**config.mk**
```make
export PLATFORM = sky130hd
export DESIGN_NAME = lsg_light_sensor
export DESIGN_NICKNAME = d
export VERILOG_FILES = /design/src/logic/lsg_pkg.sv /design/src/logic/lsg_light_sensor.sv /design/src/logic/lsg_window_eval.sv
export SDC_FILE = /design/constraint.sdc
export NUM_CORES = 1
export LEC_CHECK = 0
export CORE_AREA = 4 4 102 104
export DETAILED_ROUTE_END_ITERATION = 10
export DIE_AREA = 0 0 106 108
export DONT_BUFFER_PORTS = 1
export GPL_ROUTABILITY_DRIVEN = 0
export PLACE_DENSITY = 0.62
export SYNTH_ARGS = -nofsm -noshare
export SYNTH_HDL_FRONTEND = slang
export SYNTH_HIERARCHICAL = 1
export SYNTH_SLANG_ARGS = --single-unit
```
**constraint.sdc**
```tcl
create_clock -name clk_sys_i -period 3.65 [get_ports clk_sys_i]
set_input_delay 0 -clock clk_sys_i [delete_from_list [all_inputs] [get_ports clk_sys_i]]
set_output_delay 0 -clock clk_sys_i [all_outputs]
set_load 0.03 [all_outputs]
```
**src/logic/lsg_pkg.sv**
```systemverilog
// constants and types shared by the light sensor configuration and threshold logic
package lsg_pkg;

    // register command codes
    localparam logic [7:0] CONF_FIRST_ADDR = 8'h00;
    localparam logic [7:0] CONF_SECOND_ADDR = 8'h01;
    localparam logic [7:0] UPPER_LOW_ADDR = 8'h04;
    localparam logic [7:0] UPPER_HIGH_ADDR = 8'h05;
    localparam logic [7:0] LOWER_LOW_ADDR = 8'h06;
    localparam logic [7:0] LOWER_HIGH_ADDR = 8'h07;
    localparam logic [7:0] STATUS_ADDR = 8'h17;

    // reset values
    localparam logic [7:0] CONF_FIRST_RESET = 8'h01;
    localparam logic [7:0] CONF_SECOND_RESET = 8'h80;
    localparam logic [7:0] LIMIT_RESET = 8'h00;
    localparam logic [7:0] READ_IDLE = 8'h00;

    // first configuration register fields
    localparam int SHUT_FIRST_BIT = 0;
    localparam int IRQ_EN_BIT = 1;
    localparam int TRIGGER_BIT = 2;
    localparam int FORCE_MODE_BIT = 3;
    localparam int INTEG_LSB = 4;
    localparam int INTEG_MSB = 6;

    // second configuration register fields
    localparam int PERS_LSB = 1;
    localparam int PERS_MSB = 2;
    localparam int GAIN_LSB = 3;
    localparam int GAIN_MSB = 4;
    localparam int DIODE_BIT = 6;
    localparam int SHUT_SECOND_BIT = 7;

    // status register fields
    localparam int UPPER_FLAG_BIT = 1;
    localparam int LOWER_FLAG_BIT = 2;
    localparam int FORCE_DONE_BIT = 3;

    // gain encodings: x1, x2, x0.66, x0.5
    localparam logic [1:0] GAIN_X1 = 2'h0;
    localparam logic [1:0] GAIN_X2 = 2'h1;
    localparam logic [1:0] GAIN_X066 = 2'h2;
    localparam logic [1:0] GAIN_X05 = 2'h3;

    // persistence encodings and the streak each one needs
    localparam logic [1:0] PERS_CODE_ONE = 2'h0;
    localparam logic [1:0] PERS_CODE_TWO = 2'h1;
    localparam logic [1:0] PERS_CODE_FOUR = 2'h2;
    localparam logic [1:0] PERS_CODE_EIGHT = 2'h3;
    localparam logic [3:0] STREAK_ONE = 4'h1;
    localparam logic [3:0] STREAK_TWO = 4'h2;
    localparam logic [3:0] STREAK_FOUR = 4'h4;
    localparam logic [3:0] STREAK_EIGHT = 4'h8;
    localparam logic [3:0] STREAK_ZERO = 4'h0;
    localparam logic [3:0] STREAK_STEP = 4'h1;

    // measurement sequencer states
    typedef enum logic [0:0] {SEQ_IDLE, SEQ_BUSY} lsg_seq_state_type;

endpackage : lsg_pkg

```
**src/logic/lsg_light_sensor.sv**
```systemverilog
// light sensor configuration registers, measurement sequencing and threshold flags
// How it works
// - bit 6 of the second configuration register picks full (0) or half (1) photodiode area.
// - bits 4:3 of the second configuration register pick gain x1, x2, x0.66 or x0.5 for codes 00 to 11.
// - one diode-area and gain setting drives the ambient and infrared channels together.
// - in selftimed mode measurements run back to back until the sensor is switched off.
// - in active force mode each software trigger starts exactly one measurement.
// - the sensor comes out of reset in selftimed mode.
// - only the ambient result is compared against the thresholds, never the infrared one.
// - bit 1 of the first configuration register enables the threshold function and resets to off.
// - bits 2:1 of the second configuration register ask for 1, 2, 4 or 8 consecutive outside results.
// - the high threshold is a writable low byte at 0x04 and high byte at 0x05.
// - the low threshold is a writable low byte at 0x06 and high byte at 0x07, set on its own.
// - low and high crossing flags sit at bits 2 and 1 of 0x17 and reading 0x17 clears them.
// - a cleared flag is not raised again until the result has first come back inside the window.
`timescale 1ns/1ps
module lsg_light_sensor (
    input wire logic clk_sys_i,
    input wire logic reset_i,
    input wire logic [7:0] reg_addr_i,
    input wire logic [7:0] reg_wdata_i,
    input wire logic reg_wr_i,
    input wire logic reg_rd_i,
    output logic [7:0] reg_rdata_o,
    output logic meas_start_o,
    input wire logic meas_done_i,
    input wire logic [15:0] als_result_i,
    output logic sensor_on_o,
    output logic [2:0] integration_period_select_o,
    output logic [1:0] light_gain_select_o,
    output logic diode_area_select_o,
    output logic alert_n_o
);

    logic [7:0] light_config_first_reg;
    logic [7:0] light_config_second_reg;
    logic [7:0] upper_limit_low_byte_reg;
    logic [7:0] upper_limit_high_byte_reg;
    logic [7:0] lower_limit_low_byte_reg;
    logic [7:0] lower_limit_high_byte_reg;
    logic upper_crossing_flag_reg;
    logic lower_crossing_flag_reg;
    logic force_done_flag_reg;
    lsg_pkg::lsg_seq_state_type state_reg;
    logic sensor_on;
    logic force_mode;
    logic trigger_pending;
    logic threshold_irq_enable;
    logic go;
    logic meas_valid;
    logic status_read;
    logic raise_upper;
    logic raise_lower;
    logic [7:0] read_mux;

    assign sensor_on = ~light_config_first_reg[lsg_pkg::SHUT_FIRST_BIT]
                     & ~light_config_second_reg[lsg_pkg::SHUT_SECOND_BIT];
    assign force_mode = light_config_first_reg[lsg_pkg::FORCE_MODE_BIT];
    assign trigger_pending = light_config_first_reg[lsg_pkg::TRIGGER_BIT];
    // enable bit of the threshold function
    assign threshold_irq_enable = light_config_first_reg[lsg_pkg::IRQ_EN_BIT];
    assign status_read = reg_rd_i && (reg_addr_i == lsg_pkg::STATUS_ADDR);
    assign meas_valid = (state_reg == lsg_pkg::SEQ_BUSY) && meas_done_i;
    // selftimed restarts freely, force mode waits for a trigger
    assign go = sensor_on && (!force_mode || trigger_pending);

    // first configuration; trigger self-clears when its measurement ends
    // reset value leaves force mode off, i.e. selftimed
    always_ff @(posedge clk_sys_i)
    begin
        if (reset_i)
            light_config_first_reg <= lsg_pkg::CONF_FIRST_RESET;
        else if (reg_wr_i && reg_addr_i == lsg_pkg::CONF_FIRST_ADDR)
            light_config_first_reg <= reg_wdata_i;
        else if (meas_valid && force_mode)
            light_config_first_reg[lsg_pkg::TRIGGER_BIT] <= 1'b0;
    end

    // second configuration: persistence, gain, diode area, shutdown
    always_ff @(posedge clk_sys_i)
    begin
        if (reset_i)
            light_config_second_reg <= lsg_pkg::CONF_SECOND_RESET;
        else if (reg_wr_i && reg_addr_i == lsg_pkg::CONF_SECOND_ADDR)
            light_config_second_reg <= reg_wdata_i;
    end

    always_ff @(posedge clk_sys_i)
    begin
        if (reset_i)
        begin
            upper_limit_low_byte_reg <= lsg_pkg::LIMIT_RESET;
            upper_limit_high_byte_reg <= lsg_pkg::LIMIT_RESET;
        end
        else if (reg_wr_i && reg_addr_i == lsg_pkg::UPPER_LOW_ADDR)
            upper_limit_low_byte_reg <= reg_wdata_i;
        else if (reg_wr_i && reg_addr_i == lsg_pkg::UPPER_HIGH_ADDR)
            upper_limit_high_byte_reg <= reg_wdata_i;
    end

    // low threshold bytes, independent of the high ones
    always_ff @(posedge clk_sys_i)
    begin
        if (reset_i)
        begin
            lower_limit_low_byte_reg <= lsg_pkg::LIMIT_RESET;
            lower_limit_high_byte_reg <= lsg_pkg::LIMIT_RESET;
        end
        else if (reg_wr_i && reg_addr_i == lsg_pkg::LOWER_LOW_ADDR)
            lower_limit_low_byte_reg <= reg_wdata_i;
        else if (reg_wr_i && reg_addr_i == lsg_pkg::LOWER_HIGH_ADDR)
            lower_limit_high_byte_reg <= reg_wdata_i;
    end

    // measurement sequencer; a shutdown aborts a running measurement
    always_ff @(posedge clk_sys_i)
    begin
        if (reset_i)
            state_reg <= lsg_pkg::SEQ_IDLE;
        else
        begin
            case (state_reg)
                lsg_pkg::SEQ_IDLE:
                    if (go)
                        state_reg <= lsg_pkg::SEQ_BUSY;
                lsg_pkg::SEQ_BUSY:
                    if (meas_done_i || !sensor_on)
                        state_reg <= lsg_pkg::SEQ_IDLE;
                default:
                    state_reg <= lsg_pkg::SEQ_IDLE;
            endcase
        end
    end

    // one start pulse per idle-to-busy step
    always_ff @(posedge clk_sys_i)
    begin
        if (reset_i)
            meas_start_o <= 1'b0;
        else
            meas_start_o <= (state_reg == lsg_pkg::SEQ_IDLE) && go;
    end

    // only the ambient result feeds the window check
    lsg_window_eval u_window_eval (
        .clk_sys_i(clk_sys_i),
        .reset_i(reset_i),
        .sample_valid_i(meas_valid),
        .sample_i(als_result_i),
        .upper_limit_i({upper_limit_high_byte_reg, upper_limit_low_byte_reg}),
        .lower_limit_i({lower_limit_high_byte_reg, lower_limit_low_byte_reg}),
        .enable_i(threshold_irq_enable),
        .persist_code_i(light_config_second_reg[lsg_pkg::PERS_MSB:lsg_pkg::PERS_LSB]),
        .raise_upper_o(raise_upper),
        .raise_lower_o(raise_lower)
    );

    // sticky flags, read clears, a set in the same cycle wins
    always_ff @(posedge clk_sys_i)
    begin
        if (reset_i)
        begin
            upper_crossing_flag_reg <= 1'b0;
            lower_crossing_flag_reg <= 1'b0;
            force_done_flag_reg <= 1'b0;
        end
        else
        begin
            upper_crossing_flag_reg <= raise_upper | (upper_crossing_flag_reg & ~status_read);
            lower_crossing_flag_reg <= raise_lower | (lower_crossing_flag_reg & ~status_read);
            force_done_flag_reg <= (meas_valid & force_mode) | (force_done_flag_reg & ~status_read);
        end
    end

    // read mux; undefined codes read as zero
    always_comb
    begin
        read_mux = lsg_pkg::READ_IDLE;
        case (reg_addr_i)
            lsg_pkg::CONF_FIRST_ADDR: read_mux = light_config_first_reg;
            lsg_pkg::CONF_SECOND_ADDR: read_mux = light_config_second_reg;
            lsg_pkg::UPPER_LOW_ADDR: read_mux = upper_limit_low_byte_reg;
            lsg_pkg::UPPER_HIGH_ADDR: read_mux = upper_limit_high_byte_reg;
            lsg_pkg::LOWER_LOW_ADDR: read_mux = lower_limit_low_byte_reg;
            lsg_pkg::LOWER_HIGH_ADDR: read_mux = lower_limit_high_byte_reg;
            lsg_pkg::STATUS_ADDR:
            begin
                read_mux[lsg_pkg::UPPER_FLAG_BIT] = upper_crossing_flag_reg;
                read_mux[lsg_pkg::LOWER_FLAG_BIT] = lower_crossing_flag_reg;
                read_mux[lsg_pkg::FORCE_DONE_BIT] = force_done_flag_reg;
            end
            default: read_mux = lsg_pkg::READ_IDLE;
        endcase
    end

    // read data registered one cycle after the strobe, held until the next read
    always_ff @(posedge clk_sys_i)
    begin
        if (reset_i)
            reg_rdata_o <= lsg_pkg::READ_IDLE;
        else if (reg_rd_i)
            reg_rdata_o <= read_mux;
    end

    // one shared setting for both channels
    // diode area and gain straight from the register
    assign diode_area_select_o = light_config_second_reg[lsg_pkg::DIODE_BIT];
    assign light_gain_select_o = light_config_second_reg[lsg_pkg::GAIN_MSB:lsg_pkg::GAIN_LSB];
    assign integration_period_select_o = light_config_first_reg[lsg_pkg::INTEG_MSB:lsg_pkg::INTEG_LSB];
    assign sensor_on_o = sensor_on;
    // pin low while a crossing flag is pending
    assign alert_n_o = ~(upper_crossing_flag_reg | lower_crossing_flag_reg);

    selftimed_restart_a: assert property (@(posedge clk_sys_i) disable iff (reset_i)
        (meas_valid && sensor_on && !force_mode) ##1 (sensor_on && !force_mode) |=> meas_start_o)
        else $error("selftimed measurement did not restart");
    start_needs_trigger_a: assert property (@(posedge clk_sys_i) disable iff (reset_i)
        (meas_start_o && $past(force_mode)) |-> $past(trigger_pending))
        else $error("force mode started without trigger");
    one_per_trigger_a: assert property (@(posedge clk_sys_i) disable iff (reset_i)
        (meas_valid && force_mode && !reg_wr_i) |=> !trigger_pending ##1 !meas_start_o)
        else $error("trigger not consumed after its measurement");
    reset_selftimed_a: assert property (@(posedge clk_sys_i)
        reset_i |=> !force_mode && !threshold_irq_enable)
        else $error("reset left force mode or enable on");
    read_clears_a: assert property (@(posedge clk_sys_i) disable iff (reset_i)
        (status_read && !raise_upper && !raise_lower) |=> !upper_crossing_flag_reg && !lower_crossing_flag_reg)
        else $error("status read did not clear flags");
    set_beats_clear_a: assert property (@(posedge clk_sys_i) disable iff (reset_i)
        (status_read && raise_upper) |=> upper_crossing_flag_reg && !alert_n_o)
        else $error("crossing lost against status read");
    limit_write_a: assert property (@(posedge clk_sys_i) disable iff (reset_i)
        (reg_wr_i && reg_addr_i == lsg_pkg::UPPER_HIGH_ADDR) |=> upper_limit_high_byte_reg == $past(reg_wdata_i))
        else $error("high threshold byte not written");
    gain_follows_a: assert property (@(posedge clk_sys_i) disable iff (reset_i)
        (reg_wr_i && reg_addr_i == lsg_pkg::CONF_SECOND_ADDR)
        |=> light_gain_select_o == $past(reg_wdata_i[lsg_pkg::GAIN_MSB:lsg_pkg::GAIN_LSB]))
        else $error("gain output does not follow register");

    selftimed_run_c: cover property (@(posedge clk_sys_i) disable iff (reset_i)
        meas_start_o && !force_mode);
    forced_run_c: cover property (@(posedge clk_sys_i) disable iff (reset_i)
        meas_valid && force_mode);
    flag_read_c: cover property (@(posedge clk_sys_i) disable iff (reset_i)
        status_read && upper_crossing_flag_reg);

endmodule : lsg_light_sensor

```
**src/logic/lsg_window_eval.sv**
```systemverilog
// threshold window check with persistence streak and re-arm
`timescale 1ns/1ps
module lsg_window_eval (
    input wire logic clk_sys_i,
    input wire logic reset_i,
    input wire logic sample_valid_i,
    input wire logic [15:0] sample_i,
    input wire logic [15:0] upper_limit_i,
    input wire logic [15:0] lower_limit_i,
    input wire logic enable_i,
    input wire logic [1:0] persist_code_i,
    output logic raise_upper_o,
    output logic raise_lower_o
);

    logic [3:0] streak_reg;
    logic [3:0] streak_next;
    logic [3:0] target;
    logic fired_reg;
    logic above;
    logic below;
    logic outside;
    logic raise;

    // window compare on the ambient sample only
    assign above = sample_i > upper_limit_i;
    assign below = sample_i < lower_limit_i;
    assign outside = above | below;

    always_comb
    begin
        case (persist_code_i)
            lsg_pkg::PERS_CODE_ONE: target = lsg_pkg::STREAK_ONE;
            lsg_pkg::PERS_CODE_TWO: target = lsg_pkg::STREAK_TWO;
            lsg_pkg::PERS_CODE_FOUR: target = lsg_pkg::STREAK_FOUR;
            lsg_pkg::PERS_CODE_EIGHT: target = lsg_pkg::STREAK_EIGHT;
            default: target = lsg_pkg::STREAK_ONE;
        endcase
    end

    // streak grows outside, clears inside; saturates at eight
    always_comb
    begin
        if (!outside)
            streak_next = lsg_pkg::STREAK_ZERO;
        else if (streak_reg == lsg_pkg::STREAK_EIGHT)
            streak_next = lsg_pkg::STREAK_EIGHT;
        else
            streak_next = streak_reg + lsg_pkg::STREAK_STEP;
    end

    // no re-raise until the sample comes back inside
    assign raise = sample_valid_i & enable_i & outside & ~fired_reg & (streak_next >= target);

    // streak counter, idles at zero while the function is off
    always_ff @(posedge clk_sys_i)
    begin
        if (reset_i || !enable_i)
            streak_reg <= lsg_pkg::STREAK_ZERO;
        else if (sample_valid_i)
            streak_reg <= streak_next;
    end

    always_ff @(posedge clk_sys_i)
    begin
        if (reset_i || !enable_i)
            fired_reg <= 1'b0;
        else if (raise)
            fired_reg <= 1'b1;
        else if (sample_valid_i && !outside)
            fired_reg <= 1'b0;
    end

    // registered one-cycle raise pulses, side taken from the sample
    always_ff @(posedge clk_sys_i)
    begin
        if (reset_i)
        begin
            raise_upper_o <= 1'b0;
            raise_lower_o <= 1'b0;
        end
        else
        begin
            raise_upper_o <= raise & above;
            raise_lower_o <= raise & below;
        end
    end

    raise_needs_sample_a: assert property (@(posedge clk_sys_i) disable iff (reset_i)
        (raise_upper_o || raise_lower_o) |-> $past(sample_valid_i && enable_i))
        else $error("raise without an enabled sample");
    no_rearm_raise_a: assert property (@(posedge clk_sys_i) disable iff (reset_i)
        (sample_valid_i && fired_reg && outside) |=> !(raise_upper_o || raise_lower_o))
        else $error("raise repeated without leaving the threshold");
    inside_clears_a: assert property (@(posedge clk_sys_i) disable iff (reset_i)
        (sample_valid_i && enable_i && !outside) |=> (streak_reg == lsg_pkg::STREAK_ZERO) && !fired_reg)
        else $error("inside sample did not clear streak");
    single_hit_a: assert property (@(posedge clk_sys_i) disable iff (reset_i)
        (sample_valid_i && enable_i && persist_code_i == lsg_pkg::PERS_CODE_ONE && above && !fired_reg)
        |=> raise_upper_o)
        else $error("persistence one did not raise at once");
    eight_needed_a: assert property (@(posedge clk_sys_i) disable iff (reset_i)
        (sample_valid_i && persist_code_i == lsg_pkg::PERS_CODE_EIGHT
        && streak_reg < (lsg_pkg::STREAK_EIGHT - lsg_pkg::STREAK_STEP)) |=> !raise_upper_o && !raise_lower_o)
        else $error("persistence eight raised early");

    upper_raise_c: cover property (@(posedge clk_sys_i) disable iff (reset_i) raise_upper_o);
    lower_raise_c: cover property (@(posedge clk_sys_i) disable iff (reset_i) raise_lower_o);

endmodule : lsg_window_eval

```
==> results.py <==
metrics = {
    "run_status": {
        "status": "finished, final reports clean",
    },
    "synthesis": {
        "synth_top_area_frac": 0.3381,
        "syn_area_um2": 4026,
        "synthSimpleGateAreaFrac": 0.1880,
        "synth_fa_ha_area_frac": 0.1150,
        "synth_compound_area_frac": 0.1116,
        "synth_xor_area_frac": 0.004351,
        "syn_area_per_cell_um2": 9.008,
        "synth_edf_count": 0,
        "synthMuxAreaShare": 0.1631,
        "ys_top_cells_by_area": "dfxtp_1, mux2i_1, ha_1",
        "synth_seq_cells": 68,
        "synth_nets": 521,
        "synth_top_family_by_area": "simple AND/OR/NAND/NOR gates",
        "synthArstFlopShare": 0,
        "synth_cell_types": 54,
        "ys_seq_area_frac": 0.3381,
        "syn_inst": 447,
        "synth-main-ff-cell": "dfxtp_1",
        "netlist.top_cell.by_area": "dfxtp_1",
        "yosysWarnings": 6,
    },
    "timing": {
        "tns_ns": 0,
        "slew_headroom": 0.5162,
        "setup-violations-final": 0,
        "max_slew.worst_pin.slew_ns": 0.7218,
        "finalHoldViolations": 0,
        "slew_viol_final": 0,
        "fmax_ghz": 0.3112,
        "clock_skew_ns": 0.004663,
        "period_share": 0.8803,
        "rsz0062_at_grt": "false",
        "finalWorstPathRequiredPeriod_ns": 3.213,
    },
    "layout": {
        "layout_commonest_cell": "dfxtp_1",
        "drive_gt1_frac": 0.06843,
        "nNetsFinal": 522,
        "synthToLayoutAreaGrowth_pct": 9.540,
        "final_util": 0.4619,
        "mostFrequentLayoutCells": "dfxtp_1, nor2_1, mux2i_1",
        "antennaDiodeCount": 0,
    },
    "clocking": {
        "clk_path_buf_depth": 2,
        "cts.sinks": 68,
        "clk_latency_ns": 0.33,
        "cts_root_buf": "clkbuf_8",
        "cts_tree": "built",
        "cts.clk_slew.worst_paths_ns": 0.08,
        "cts-buffers-inserted": 9,
        "cts_htree_levels": 3,
    },
    "worst_hold_path": {
        "worstHoldEndpoint": "reg_rdata_o[5]",
        "whs_path_depth": 4,
        "min_from": "reg_addr_i[2]",
        "hold_path_class": "in -> reg",
    },
    "setup_path": {
        "path_max_fanout": 9,
        "r2r_slack_ns": 0.44,
        "slowest_delay_ns": 0.37,
        "cp_num_buf_inv": 1,
        "reg2reg_depth": 15,
        "crit_type": "reg -> reg",
        "cp.required_ns": 3.84,
        "r2r_start": "lower_limit_high_byte_reg[6]",
        "path_delay_family": "compound AO/OA/AOI/OAI gates",
        "startpoint_type": "flip-flop",
        "r2r-end": "u_window_eval/fired_reg",
        "end_kind": "flip-flop",
        "slowest_stage": "dfxtp_1",
        "path_cells": "inv_1 > ha_1 > nand4_1 > nor4_1 > o221ai_1 > o211ai_1 > a21boi_4 > nand2b_1 > ha_1 > nand2b_1 > a21o_1 > a21oi_1 > nor2b_1 > o21ai_1 > a221oi_1",
        "cp_data_arrival_time_ns": 3.40,
    },
    "routing": {
        "drc": 0,
        "drt_iter0_markers": 158,
        "via_count": 3111,
        "first_pass_iters": 4,
        "wl_per_cell_um": 17.43,
        "routed_wl_mm": 10.21,
        "vias_per_cell": 5.309,
        "drtAntennaViolNets": 0,
    },
    "pwr": {
        "p_int_uw": 1194,
        "power_density_nw_per_um2": 353.3,
        "p_leak_uw": 0.001894,
        "seq_power_share": 0.477,
        "p_sw_uw": 364.0,
        "p_clk_frac": 0.451,
        "switching_share": 0.2336,
        "pwr-share-comb": 0.072,
        "vdd_drop_max_mv": 0.2000,
    },
    "placement": {
        "port_buffers": 0,
        "dp_hpwl_mm": 7.481,
    },
    "grt": {
        "first_global_vias": 3107,
        "grt_start_max_net_pins": 57,
        "grt_first_pass_wirelength_mm": 16.40,
        "antenna_found_initial": 0,
        "grt_use_total": 0.1842,
        "grt-ovfl-total": 0,
    },
    "floorplan": {
        "num_rows": 36,
        "ioPinCount": 54,
        "core-area_um2": 9549,
        "chipWidth_um": 106,
        "initial_core_util": 0.4216,
        "die_h_um": 108,
        "dieArea_um2": 11450,
    },
    "run": {
        "maxCapViolCount": 0,
    },
}
==> worst max-delay path by stage <==
stage / from / end / slack, ns / cells after the start
floorplan: lower_limit_high_byte_reg[6] / u_window_eval/fired_reg / 0.80 / 15
global placement: lower_limit_high_byte_reg[6] / u_window_eval/fired_reg / 0.48 / 15
detailed placement: lower_limit_high_byte_reg[6] / u_window_eval/fired_reg / 0.38 / 15
CTS: lower_limit_high_byte_reg[6] / u_window_eval/fired_reg / 0.38 / 15
global route: lower_limit_high_byte_reg[6] / u_window_eval/fired_reg / 0.06 / 15
finish: lower_limit_high_byte_reg[6] / u_window_eval/fired_reg / 0.44 / 15
==> cell usage after synthesis (6+ instances only) <==
cell type,n
dfxtp_1,68
mux2i_1,60
or3_1,6
clkbuf_1,7
nand2b_1,6
a21oi_1,20
nand2_1,28
o22ai_1,6
ha_1,37
buf_4,8
nand3_1,8
inv_1,39
nor2b_1,6
nor2_1,65
==> cell type report <==
| cell class | instances | area [um2] |
|---|---|---|
| fillers | 951 | 5139 |
| multi-input cells | 315 | 2344 |
| flip-flops and latches | 68 | 1361 |
| repair buffers | 15 | 167.7 |
| well taps | 133 | 166.4 |
| inverters | 39 | 146.4 |
| clock buffers | 10 | 137.6 |
| clock inverters | 6 | 87.58 |
==> routing by layer <==
metal | routed length (um) | GRT usage | part of all wire
met1 | 4445 | 0.2246 | 0.44
met2 | 5133 | 0.3233 | 0.50
met3 | 507 | 0.04896 | 0.050
met4 | 125 | 0.04810 | 0.012
met5 | 0 | 0 | 0
==> metrics by stage <==
stage | worst slack [ns] | power [uW] | instances | area, um2 | hold WS [ns]
after global placement | 0.4841 | 833.5 | 555 | 4018 | 0.07859
after floorplan | 0.8018 | 847.7 | 447 | 4026 | 0.1439
after CTS | 0.3778 | 1578 | 586 | 4410 | 0.05694
after detailed placement | 0.3770 | 836.5 | 555 | 4018 | 0.08065
after global routing | 0.06208 | 1627 | 586 | 4410 | 0.06949
final | 0.4367 | 1558 | 586 | 4410 | 0.07630
==> cells by family (layout without fill, tap and decap cells) <==
family                   count (synthesis)  after routing
AND/OR/NAND/NOR                        148            148
flip-flops                              68             68
multiplexers                            65             65
buffers and inverters                   64             70
AO/OA/AOI/OAI                           63             63
adder cells (fa/ha/maj)                 37             37
XOR/XNOR                                 2              2
==> power by group through the flow <==
stage / registers, uW / logic, uW / clock network [uW]
finish: 743 / 113 / 703
CTS: 743 / 112 / 723
global route: 743 / 128 / 756
detailed placement: 760 / 76.2 / 0
global placement: 760 / 73.2 / 0
floorplan: 760 / 87.7 / 0
==> worst reg2reg max path: cells and delay by family, from the launching register on <==
kind / cells / cell delay (ns)
adder cells (fa/ha/maj): 2 / 0.53
buffers and inverters: 1 / 0.06
AO/OA/AOI/OAI: 7 / 1.28
flip-flops: 1 / 0.37
AND/OR/NAND/NOR: 5 / 0.83
==> repair_timing <==
action / CTS / global route
buffers inserted: 0 / 0
hold buffers: 15 / 0
resized for setup: 0 / 1
endpoints found under the hold margin: 68 / 0
setup endpoints to repair: 0 / 3
Power figures use the tool's default switching activity.
